**config.mk**
```make
export PLATFORM = sky130hd
export DESIGN_NAME = mmb_bus_ctrl
export DESIGN_NICKNAME = d
export VERILOG_FILES = /design/src/shared/mmb_pkg.sv /design/src/mmb_bus_ctrl.sv
export SDC_FILE = /design/constraint.sdc
export NUM_CORES = 1
export LEC_CHECK = 0
export ABC_CLOCK_PERIOD_IN_PS = 3400
export BUFFER_PORTS_ARGS = -buffer_cell sky130_fd_sc_hd__buf_2
export CAP_MARGIN = 20
export CORE_ASPECT_RATIO = 1.5
export CORE_UTILIZATION = 40
export DETAILED_ROUTE_END_ITERATION = 7
export PLACE_DENSITY = 0.72
export SLEW_MARGIN = 30
export SYNTH_ARGS = -nofsm -noshare
export SYNTH_HDL_FRONTEND = slang
export SYNTH_SLANG_ARGS = --single-unit
```
**constraint.sdc**
```tcl
create_clock -name clk -period 3.4 [get_ports clk]
set_clock_uncertainty 0.05 [all_clocks]
set_input_delay 0.17 -clock clk [delete_from_list [all_inputs] [get_ports clk]]
set_output_delay 0.17 -clock clk [all_outputs]
set_load 0.05 [all_outputs]
```
**src/shared/mmb_pkg.sv**
```systemverilog
// constants, types and cycle encodings shared by the minimum-mode bus controller
package mmb_pkg;

   // ****************************************************************
   // clock and bus-state timing
   // ****************************************************************
   localparam int CLK_PERIOD_NS = 10;
   // one processor clock state, as printed in ns of the bus model
   localparam int TSTATE_NS = 20;
   // clk cycles per half of a clock state (at least one)
   localparam int HALF_CYCLES_RAW = (TSTATE_NS / 2) / CLK_PERIOD_NS;
   localparam int HALF_CYCLES = (HALF_CYCLES_RAW < 1) ? 1 : HALF_CYCLES_RAW;
   localparam int HALF_CNT_W = 4;
   localparam logic [HALF_CNT_W-1:0] HALF_LAST = HALF_CNT_W'(HALF_CYCLES - 1);
   localparam logic [HALF_CNT_W-1:0] HALF_CNT_RST = 4'h0;

   // ****************************************************************
   // released pin level and reset values
   // ****************************************************************
   localparam logic PIN_HOLD_LEVEL = 1'b1;
   localparam logic OE_DRIVE = 1'b0;
   localparam logic OE_RELEASE = 1'b1;
   localparam logic GRANT_RST = 1'b0;
   localparam logic FLOAT_RST = 1'b0;
   localparam logic XCVR_EN_OFF = 1'b1;
   localparam logic XCVR_EN_ON = 1'b0;
   localparam logic DIR_TRANSMIT = 1'b1;
   localparam logic DIR_RECEIVE = 1'b0;
   localparam logic SEL_IO = 1'b1;
   localparam logic SEL_MEM = 1'b0;

   // ****************************************************************
   // cycle kinds and their status encoding
   // ****************************************************************
   typedef enum logic [2:0]
   {
      MMB_INT_ACK,
      MMB_IO_READ,
      MMB_IO_WRITE,
      MMB_CODE_READ,
      MMB_MEM_READ,
      MMB_MEM_WRITE
   } mmb_cycle_t;

   // select, direction, low status in that order
   typedef struct packed
   {
      logic ioMemSel;
      logic transferDirection;
      logic cycleStatusLow;
   } mmb_status_t;

   localparam mmb_status_t STAT_INT_ACK = 3'h4;
   localparam mmb_status_t STAT_IO_READ = 3'h5;
   localparam mmb_status_t STAT_IO_WRITE = 3'h6;
   localparam mmb_status_t STAT_CODE_READ = 3'h0;
   localparam mmb_status_t STAT_MEM_READ = 3'h1;
   localparam mmb_status_t STAT_MEM_WRITE = 3'h2;
   localparam mmb_status_t STAT_RST = 3'h7;

   // request from the execution side
   typedef struct packed
   {
      logic valid;
      mmb_cycle_t kind;
   } mmb_req_t;

endpackage

```
**src/mmb_bus_ctrl.sv**
```systemverilog
// minimum-mode bus state sequencer with transceiver control and bus hold handshake
`timescale 1ns/100ps
// What this block does
// - transfer direction high while transmitting data, low while receiving.
// - direction timed like select; equals inverted maximum-mode status line one.
// - direction released to high impedance, held one, while bus granted.
// - transceiver enable asserted low for memory, IO and interrupt acknowledge cycles.
// - read and acknowledge cycles: enable from mid T2 until mid T4.
// - write cycles: enable from start of T2 until mid T4.
// - transceiver enable released, held one, while bus granted.
// - grant raised high at middle of T4 or of an idle state on request.
// - local bus and control outputs float together with raising grant.
// - grant dropped after bus request sampled low.
// - after grant drops, bus driven again only when next cycle runs.
// - bus request sampled on clock, with no internal synchroniser.
// - low status output equals inverted maximum-mode status line zero.
// - select valid from T4 or setup state before cycle to final T4; high is IO.
// - select, direction, low status encode acknowledge, IO read, IO write.
// - low status released, held one, while bus granted.
module mmb_bus_ctrl
(
   // clock and reset
   input wire logic clk,
   input wire logic rst_n,
   // cycle requests from the execution side
   input wire mmb_pkg::mmb_req_t cycReq,
   output logic cycReqReady,
   input wire logic waitReady,
   output logic cycDone,
   // hold handshake with another master
   input wire logic busReq,
   output logic busGrantOut,
   output logic busFloat,
   // transceiver and status pins, each with an active-low output enable
   output logic transferDirection,
   output logic transferDirectionOeN,
   output logic transceiverEnableN,
   output logic transceiverEnableOeN,
   output logic cycleStatusLow,
   output logic cycleStatusLowOeN,
   output logic ioMemSel,
   output logic ioMemSelOeN
);

   // ****************************************************************
   // clock states
   // ****************************************************************
   typedef enum logic [2:0]
   {
      ST_IDLE,
      ST_SETUP,
      ST_T1,
      ST_T2,
      ST_T3,
      ST_TW,
      ST_T4,
      ST_HOLD
   } mmb_state_t;

   mmb_state_t stReg;
   mmb_state_t stNext;
   logic phReg;
   logic phNext;
   logic [mmb_pkg::HALF_CNT_W-1:0] halfCntReg;
   logic [mmb_pkg::HALF_CNT_W-1:0] halfCntNext;
   logic reqSmpReg;
   logic grantReg;
   logic grantNext;
   logic floatReg;
   logic floatNext;
   mmb_pkg::mmb_status_t statReg;
   mmb_pkg::mmb_status_t statNext;
   mmb_pkg::mmb_cycle_t kindReg;
   mmb_pkg::mmb_cycle_t kindNext;
   logic enNReg;
   logic enNNext;
   logic doneReg;

   // ****************************************************************
   // phase timing and decision points
   // ****************************************************************
   wire halfEnd = (halfCntReg == mmb_pkg::HALF_LAST);
   // end of the first half: the middle of a clock state
   wire atMid = halfEnd && !phReg;
   // end of the second half: the boundary into the next clock state
   wire atEnd = halfEnd && phReg;
   // request sampled on the clock, no extra stages
   wire holdWanted = reqSmpReg;
   wire inT4 = (stReg == ST_T4) ? 1'b1 : 1'b0;

   // ****************************************************************
   // cycle decode
   // ****************************************************************
   // writes open the enable half a state before reads and acknowledges,
   // so the kind of the running cycle is kept beside its status
   wire curIsWrite = (kindReg == mmb_pkg::MMB_IO_WRITE) ||
                     (kindReg == mmb_pkg::MMB_MEM_WRITE);
   mmb_pkg::mmb_status_t reqStat;

   always_comb
   begin
      unique case (cycReq.kind)
         mmb_pkg::MMB_INT_ACK: reqStat = mmb_pkg::STAT_INT_ACK;
         mmb_pkg::MMB_IO_READ: reqStat = mmb_pkg::STAT_IO_READ;
         mmb_pkg::MMB_IO_WRITE: reqStat = mmb_pkg::STAT_IO_WRITE;
         mmb_pkg::MMB_CODE_READ: reqStat = mmb_pkg::STAT_CODE_READ;
         mmb_pkg::MMB_MEM_READ: reqStat = mmb_pkg::STAT_MEM_READ;
         mmb_pkg::MMB_MEM_WRITE: reqStat = mmb_pkg::STAT_MEM_WRITE;
         default: reqStat = mmb_pkg::STAT_RST;
      endcase
   end

   // a new cycle is taken at the end of T3/TW going into T4, or at the end of idle
   wire enteringT4 = atEnd && waitReady &&
                     ((stReg == ST_T3) || (stReg == ST_TW));
   wire takeBackToBack = enteringT4 && cycReq.valid && !holdWanted;
   wire takeFromIdle = atEnd && (stReg == ST_IDLE) && cycReq.valid && !holdWanted;
   wire takeCycle = takeBackToBack || takeFromIdle;
   logic pendReg;
   logic pendNext;

   // grant in the middle of T4 with nothing pending, or in the middle of an idle state
   wire grantAtT4 = atMid && inT4 && holdWanted && !pendReg;
   wire grantAtIdle = atMid && (stReg == ST_IDLE) && holdWanted;
   wire grantNow = grantAtT4 || grantAtIdle;
   wire releaseNow = atEnd && (stReg == ST_HOLD) && !holdWanted;

   assign cycReqReady = takeCycle;

   // ****************************************************************
   // state sequencing
   // ****************************************************************
   always_comb
   begin
      stNext = stReg;
      unique case (stReg)
         ST_IDLE:
            if (grantNow)
               stNext = ST_HOLD;
            else if (takeFromIdle)
               stNext = ST_SETUP;
         ST_SETUP:
            if (atEnd)
               stNext = ST_T1;
         ST_T1:
            if (atEnd)
               stNext = ST_T2;
         ST_T2:
            if (atEnd)
               stNext = ST_T3;
         ST_T3, ST_TW:
            if (atEnd)
               stNext = waitReady ? ST_T4 : ST_TW;
         ST_T4:
            if (grantNow)
               stNext = ST_HOLD;
            else if (atEnd)
               stNext = pendReg ? ST_T1 : ST_IDLE;
         ST_HOLD:
            if (releaseNow)
               stNext = ST_IDLE;
      endcase
   end

   // hold entered at mid state restarts at the second half
   always_comb
   begin
      halfCntNext = halfEnd ? mmb_pkg::HALF_CNT_RST : halfCntReg + 4'h1;
      phNext = halfEnd ? !phReg : phReg;
   end

   always_comb
   begin
      pendNext = pendReg;
      if (takeBackToBack)
         pendNext = 1'b1;
      else if (atEnd && inT4)
         pendNext = 1'b0;
   end

   // ****************************************************************
   // status, grant and float
   // ****************************************************************
   // status loads as the preceding T4 or setup state begins and holds until the next cycle is taken
   always_comb
   begin
      statNext = statReg;
      kindNext = kindReg;
      if (takeCycle)
      begin
         statNext = reqStat;
         kindNext = cycReq.kind;
      end
   end

   always_comb
   begin
      grantNext = grantReg;
      floatNext = floatReg;
      if (grantNow)
      begin
         grantNext = 1'b1;
         floatNext = 1'b1;
      end
      else if (releaseNow)
         grantNext = 1'b0;
      else if (takeCycle)
         floatNext = 1'b0;
   end

   // ****************************************************************
   // transceiver enable windows
   // ****************************************************************
   wire nextT2First = (stNext == ST_T2) && !phNext;
   wire nextT2Second = (stNext == ST_T2) && phNext;
   wire nextMidCycle = (stNext == ST_T3) || (stNext == ST_TW);
   wire nextT4First = (stNext == ST_T4) && !phNext;
   // read and acknowledge: mid T2 to mid T4
   wire readWin = nextT2Second || nextMidCycle || nextT4First;
   // write: start of T2 to mid T4
   wire writeWin = nextT2First || readWin;
   // every access kind opens a window, idle and hold keep it closed
   wire winOpen = curIsWrite ? writeWin : readWin;

   always_comb
   begin
      enNNext = winOpen ? mmb_pkg::XCVR_EN_ON : mmb_pkg::XCVR_EN_OFF;
   end

   // ****************************************************************
   // registers
   // ****************************************************************
   always_ff @(posedge clk)
   begin
      if (!rst_n)
      begin
         stReg <= ST_IDLE;
         phReg <= 1'b0;
         halfCntReg <= mmb_pkg::HALF_CNT_RST;
         reqSmpReg <= 1'b0;
         pendReg <= 1'b0;
      end
      else
      begin
         stReg <= stNext;
         phReg <= phNext;
         halfCntReg <= halfCntNext;
         reqSmpReg <= busReq;
         pendReg <= pendNext;
      end
   end

   always_ff @(posedge clk)
   begin
      if (!rst_n)
      begin
         grantReg <= mmb_pkg::GRANT_RST;
         floatReg <= mmb_pkg::FLOAT_RST;
         statReg <= mmb_pkg::STAT_RST;
         kindReg <= mmb_pkg::MMB_CODE_READ;
         enNReg <= mmb_pkg::XCVR_EN_OFF;
         doneReg <= 1'b0;
      end
      else
      begin
         grantReg <= grantNext;
         floatReg <= floatNext;
         statReg <= statNext;
         kindReg <= kindNext;
         enNReg <= enNNext;
         doneReg <= enteringT4;
      end
   end

   // ****************************************************************
   // pin drive
   // ****************************************************************
   assign busGrantOut = grantReg;
   assign busFloat = floatReg;
   assign cycDone = doneReg;

   // direction equals inverted status line one, same timing as the select
   assign transferDirection = floatReg ? mmb_pkg::PIN_HOLD_LEVEL :
                              statReg.transferDirection;
   assign transferDirectionOeN = floatReg ? mmb_pkg::OE_RELEASE : mmb_pkg::OE_DRIVE;

   assign transceiverEnableN = floatReg ? mmb_pkg::PIN_HOLD_LEVEL : enNReg;
   assign transceiverEnableOeN = floatReg ? mmb_pkg::OE_RELEASE : mmb_pkg::OE_DRIVE;

   // low status equals inverted status line zero
   assign cycleStatusLow = floatReg ? mmb_pkg::PIN_HOLD_LEVEL :
                           statReg.cycleStatusLow;
   assign cycleStatusLowOeN = floatReg ? mmb_pkg::OE_RELEASE : mmb_pkg::OE_DRIVE;

   assign ioMemSel = floatReg ? mmb_pkg::PIN_HOLD_LEVEL : statReg.ioMemSel;
   assign ioMemSelOeN = floatReg ? mmb_pkg::OE_RELEASE : mmb_pkg::OE_DRIVE;

endmodule

```
### Word level (Yosys, flattened, before mapping)

Index checks and enable logic that the tools add are counted.

* eq/ne operators: 19
* reductions and logical operators: 41
* add/subtract/negate cells: 1
* bitwise gates (word level): 1
* muxes and demuxes: 29

Operators with widths (count)
* $eq 3x3->1 const B: 10
* $mux 3: 9
* $pmux 3 s7: 1
* $logic_and 1x1->1: 20
* $eq 3x2->1 const B: 6
* $pmux 3 s6: 1
* $mux 1: 16
* $logic_or 1x1->1: 8
* $eq 3x1->1 const B: 2
* $logic_not 3->1: 2
* $reduce_bool 2->1: 3
* $add 4x1->4 const B: 1
* $logic_not 1->1: 4
* $logic_not 4->1: 1
* $mux 2: 2
* $reduce_or 2->1: 2
* $ne 2x2->1 const B: 1
* $reduce_and 2->1: 1
* $not 1->1: 1

* output and inout port bits: 12
* register bits: 20
* input port bits: 8

### Logic depth before layout (Yosys ltp)

* word-level depth: 15
* mapped depth: 11
* depth with buffers taken out: 10

### Worst setup path before layout

Ideal clock, no wire load.

* kind: reg2reg
* start: register halfCntReg[0] (netlist name)
* end: register enNReg
* required time: 3.235 ns
* library setup time: 0.115 ns
* slack: 1.204 ns
* stages on the path, launching flop included: 11
* data arrival time: 2.030 ns
* cells stage by stage: dfxtp_1 -> inv_1 -> ha_1 -> nand2_1 -> inv_1 -> ha_1 -> and4b_4 -> o31ai_4 -> nand2_2 -> a2111o_1 -> a31o_1

* cells in the longest elaborated chain, start to end: 15

RTL lines
* from (decl): line mmb_bus_ctrl.sv:64 `logic [mmb_pkg::HALF_CNT_W-1:0] halfCntReg;`
* from (signal assigned): line mmb_bus_ctrl.sv:239 `halfCntReg <= mmb_pkg::HALF_CNT_RST;`
* from (signal assigned): line mmb_bus_ctrl.sv:247 `halfCntReg <= halfCntNext;`
* $logic_not 4->1 *: line mmb_bus_ctrl.sv:82 `wire halfEnd = (halfCntReg == mmb_pkg::HALF_LAST);`
* $logic_and 1x1->1 (on tied branches): line mmb_bus_ctrl.sv:86, mmb_bus_ctrl.sv:84
* $logic_and 1x1->1 (on tied branches) (3 in a row): line mmb_bus_ctrl.sv:117, mmb_bus_ctrl.sv:123
* $mux 3 / $logic_or 1x1->1 (equally long branches): line mmb_bus_ctrl.sv:140, mmb_bus_ctrl.sv:125
* $mux 3 (on tied branches): line mmb_bus_ctrl.sv:138, mmb_bus_ctrl.sv:155
* $pmux 3 s7: line mmb_bus_ctrl.sv:136 `unique case (stReg)`
* $eq 3x2->1 / $eq 3x3->1 (equally long branches): line mmb_bus_ctrl.sv:214, mmb_bus_ctrl.sv:215, mmb_bus_ctrl.sv:216
* $logic_and 1x1->1 / $logic_or 1x1->1 (equally long branches): line mmb_bus_ctrl.sv:215, mmb_bus_ctrl.sv:216
* $logic_or 1x1->1 (2 in a row): line mmb_bus_ctrl.sv:219 `wire readWin = nextT2Second || nextMidCycle || nextT4First;`
* $logic_or 1x1->1: line mmb_bus_ctrl.sv:221 `wire writeWin = nextT2First || readWin;`
* $mux 1 *: line mmb_bus_ctrl.sv:223 `wire winOpen = curIsWrite ? writeWin : readWin;`
* $mux 1 *: line mmb_bus_ctrl.sv:227 `enNNext = winOpen ? mmb_pkg::XCVR_EN_ON : mmb_pkg::XCVR_EN_OFF;`
* to (signal assigned): line mmb_bus_ctrl.sv:261 `enNReg <= mmb_pkg::XCVR_EN_OFF;`
* to (signal assigned): line mmb_bus_ctrl.sv:270 `enNReg <= enNNext;`
* to (decl): line mmb_bus_ctrl.sv:75 `logic enNReg;`

Every way passes the cells marked *; elsewhere a longest branch is shown, timed or not.
A chain may end at the register's enable or synchronous reset.

### Worst setup path in the final report

* start: register halfCntReg[0] (netlist name)
* end: output port cycReqReady

* cells in the longest elaborated chain, start to end: 7

RTL lines
* $logic_not 4->1 *: line mmb_bus_ctrl.sv:82
* $logic_and 1x1->1 *: line mmb_bus_ctrl.sv:86 `wire atEnd = halfEnd && phReg;`
* $logic_and 1x1->1 (2 in a row): line mmb_bus_ctrl.sv:114 `wire enteringT4 = atEnd && waitReady &&`
* $logic_and 1x1->1 (2 in a row): line mmb_bus_ctrl.sv:116 `wire takeBackToBack = enteringT4 && cycReq.valid && !holdWanted;`
* $logic_or 1x1->1 *: line mmb_bus_ctrl.sv:118 `wire takeCycle = takeBackToBack || takeFromIdle;`
* to (decl): line mmb_bus_ctrl.sv:27 `output logic cycReqReady,`

Marked as above.

==> impl_table.tex <==
\begin{tabular}{lr}
\hline
Metric & Value \\
\hline
\multicolumn{2}{l}{\textbf{Run status}} \\
Outcome & finished clean \\
\multicolumn{2}{l}{\textbf{Timing}} \\
Final clock period utilization by the worst path & 70.73\% \\
Minimum clock period after layout & 2405 ps \\
Worst-Margin Slew & 522.1 ps \\
Final-report setup violation count & 0 \\
Total Neg Setup Slack & 0 ps \\
Least setup slack across all paths after layout & 995.0 ps \\
Maximum clock rate & 415.8 MHz \\
Post-route worst hold slack & 65.22 ps \\
Hold violation count in the final report & 0 \\
Final Slew Violations & 0 \\
Unrepaired setup endpoints after global routing & no \\
Headroom to the max-slew limit & 65.15\% \\
\multicolumn{2}{l}{\textbf{Global routing}} \\
Wire length of the first global-routing pass & 3726 um \\
Antenna violations before repair & 0 \\
Aggregate global routing overflow & 0 \\
Maximum number of pins on one net before global-route repair & 17 \\
Overall Global Routing Usage & 16.71\% \\
Vias in the first global route & 884 \\
\multicolumn{2}{l}{\textbf{CTS}} \\
TritonCTS clock tree & yes \\
CTS H-Tree Depth & 1 \\
Clock latency of the later-clocked register in the worst-skew pair & 260 ps \\
Buffers inserted by post-CTS timing repair & 0 \\
Clk pin slew, worst setup/hold paths & 70 ps \\
Post-CTS Resized & 0 \\
Clock sink count & 20 \\
Clock Root Buffer & sky130\_fd\_sc\_hd\_\_clkbuf\_8 \\
Maximum number of buffers from clock root to sink & 2 \\
Count of hold-fix buffers inserted at cts & 0 \\
Inserted Clock Buffers & 3 \\
\multicolumn{2}{l}{\textbf{Floorplan}} \\
Die outline height & 66.59 um \\
Count of boundary I/O pins & 20 \\
Initial Utilization & 42.01\% \\
FP Rows & 23 \\
Horizontal extent of the die & 45.06 um \\
Die area & 3000 um\^{}2 \\
Area of the core region & 2648 um\^{}2 \\
\multicolumn{2}{l}{\textbf{Yosys}} \\
Count of distinct cell types in the synthesized netlist & 39 \\
Post-synth top area share & 36.00\% \\
Leading cell type by number of instances after synthesis & sky130\_fd\_sc\_hd\_\_dfxtp\_1 \\
Synthesized netlist net count & 143 \\
Number of storage elements in the synthesis netlist & 20 \\
Cell type with the largest total area after synthesis & sky130\_fd\_sc\_hd\_\_dfxtp\_1 \\
Count of synthesis-stage warnings from yosys & 0 \\
Post-synth top cells & sky130\_fd\_sc\_hd\_\_dfxtp\_1 (20), sky130\_fd\_sc\_hd\_\_nand2\_1 (16), sky130\_fd\_sc\_hd\_\_nor2\_1 (12) \\
Cells after Synth & 131 \\
Number of enable-type register cells in the synthesized netlist & 0 \\
Syn Area/Cell & 8.491 um\^{}2 \\
Share of synthesized area occupied by flip-flops and latches & 36.00\% \\
Post-synth top flop & sky130\_fd\_sc\_hd\_\_dfxtp\_1 \\
Netlist Area Pre-Place & 1112 um\^{}2 \\
Async S/R FF share, synth & 0\% \\
Cell types with the largest area share after synthesis & sky130\_fd\_sc\_hd\_\_dfxtp\_1 (36\%), sky130\_fd\_sc\_hd\_\_nand2\_1 (5.4\%), sky130\_fd\_sc\_hd\_\_ha\_1 (4.5\%), sky130\_fd\_sc\_hd\_\_mux2i\_1 (4.5\%), sky130\_fd\_sc\_hd\_\_buf\_4 (4.0\%) \\
\multicolumn{2}{l}{\textbf{Detailed routing}} \\
Drt drc & 0 \\
Top layer reached by signal wires & met4 \\
Number of detailed-routing iterations run before antenna repair & 4 \\
Total length of routed met3 wires & 101 um \\
Wire length on met2 & 1115 um \\
Post-route met1 wirelength & 881 um \\
WL per Instance & 11.96 um \\
Final wirelength & 2153 um \\
Total via count after detailed routing & 939 \\
Number of antenna-violating nets in the routed design & 0 \\
Routed via count divided by cell count & 5.217 \\
First DRT Iteration DRCs & 33 \\
\multicolumn{2}{l}{\textbf{Final layout}} \\
Layout Area Growth over Synthesis & 11.02\% \\
Count of nets after finishing & 156 \\
Final instance area & 1235 um\^{}2 \\
Ant diodes & 0 \\
Post-route core utilization & 46.64\% \\
Share of final-layout standard cells stronger than drive strength 1 & 23.08\% \\
\multicolumn{2}{l}{\textbf{Pwr}} \\
Leakage & 0.0005385 uW \\
Maximum vdd ir drop & 242.2 uV \\
Power per Cell Area & 507.8 nW/um\^{}2 \\
\multicolumn{2}{l}{\textbf{Place}} \\
Total of buffers placed on input and output ports & 19 \\
Post-placement worst setup slack & 1058 ps \\
Area of placed instances & 1180 um\^{}2 \\
Routability congestion estimate & 0.8949 \\
Half-perimeter wire length after detailed placement & 1615 um \\
\multicolumn{2}{l}{\textbf{Setup path}} \\
Data arrival time of the critical path & 2180 ps \\
Cell repeated most along the worst path & sky130\_fd\_sc\_hd\_\_inv\_1 \\
Cell with the largest stage delay on the worst path & sky130\_fd\_sc\_hd\_\_ha\_1 \\
Critical path, cell by cell & inv\_1 > ha\_1 > nand2\_1 > inv\_1 > ha\_1 > and3\_1 > nand2\_1 > inv\_1 > buf\_2 \\
Worst Setup Start Kind & flop \\
Crit path max fanout & 11 \\
Setup slack, reg-to-reg & 1050 ps \\
Worst Path Class, Setup & flop to primary output \\
Required time worst endpoint & 3180 ps \\
Worst Setup End Kind & primary output \\
Largest stage delay, worst path & 350 ps \\
\multicolumn{2}{l}{\textbf{Run}} \\
Maximum Capacitance Violations & 0 \\
\multicolumn{2}{l}{\textbf{Hold path}} \\
Worst Hold Class & primary input to flop \\
\hline
\end{tabular}
==> sequential cells by signal, summed over array words and instances (netlist names) <==
name / count
busFloat: 1
busGrantOut: 1
cycDone: 1
holdWanted: 1
pendReg: 1
phReg: 1
kindReg: 3
halfCntReg: 4
enNReg: 1
statReg: 3
stReg: 3
==> where the power goes <==
part,internal [uW],switching (uW)
registers,252,31.7
clock network,103,75.6
logic,56.9,108
total,412,215
==> area by class of cell <==
| type | instances | area, um^2 |
|---|---|---|
| timing repair buffer | 19 | 95.09 |
| fill | 274 | 1413 |
| inverter | 9 | 33.78 |
| tap | 37 | 46.29 |
| multi-input combinational | 91 | 604.3 |
| sequential | 20 | 400.4 |
| clock buffer | 4 | 55.05 |
==> final timing paths <==
path | from | to | cells after the start
setup / recovery | halfCntReg[0] | cycReqReady | 9
hold reg to reg | busGrantOut | busGrantOut | 2
setup reg to reg | halfCntReg[0] | enNReg | 10
hold / removal | busReq | holdWanted | 2
==> critical path: cells and delay by family, from the launching register on <==
family,cells,cell delay (ps)
and+or+nand+nor,3,580
buffers and inverters,4,510
adders and majority gates,2,490
DFF,1,340
==> cell families (layout without fill, tap and decap cells) <==
kind of cell    count (synthesis)  in the layout  share of synthesized area [%]
simple gates                   55             55                          26.66
compound gates                 24             24                          16.31
flops                          20             20                          36.00
buf+inv                        20             32                          9.674
mux                             5              5                          4.500
fa+ha+maj                       4              4                          4.500
xor+xnor                        3              3                          2.363
==> through the flow <==
step / cells / power, uW
after detailed placement: 176 / 451.7
after global placement: 176 / 447.8
after floorplan: 131 / 428.8
after CTS: 180 / 630.2
after global routing: 180 / 660.7
final: 180 / 627.1
==> layer usage <==
layer | GRT usage, % | vias up
met5 | 0 | -
met4 | 9.091 | 0
met3 | 2.981 | 7
met2 | 28.08 | 26
met1 | 19.30 | 438
li1 | - | 468
==> cell usage in the layout, fill, tap and decap left out, types with 2 or more instances in the layout <==
master                     Yosys  routed
sky130_fd_sc_hd__buf_2         2      19
sky130_fd_sc_hd__o211ai_1      4       4
sky130_fd_sc_hd__or2_2         4       4
sky130_fd_sc_hd__dfxtp_1      20      20
sky130_fd_sc_hd__nand3_1       7       7
sky130_fd_sc_hd__nand2_1      16      16
sky130_fd_sc_hd__and3_1        3       3
sky130_fd_sc_hd__a21oi_1       5       5
sky130_fd_sc_hd__ha_1          4       4
sky130_fd_sc_hd__clkbuf_8      0       4
sky130_fd_sc_hd__inv_1         8       8
sky130_fd_sc_hd__o21ai_0       5       5
sky130_fd_sc_hd__and2_1        2       2
sky130_fd_sc_hd__nand3b_1      2       2
sky130_fd_sc_hd__nor2_1       12      12
sky130_fd_sc_hd__mux2i_1       5       5
sky130_fd_sc_hd__nor2b_1       2       2
sky130_fd_sc_hd__xnor2_1       2       2
Note: power is estimated with default switching activity, not from simulation.
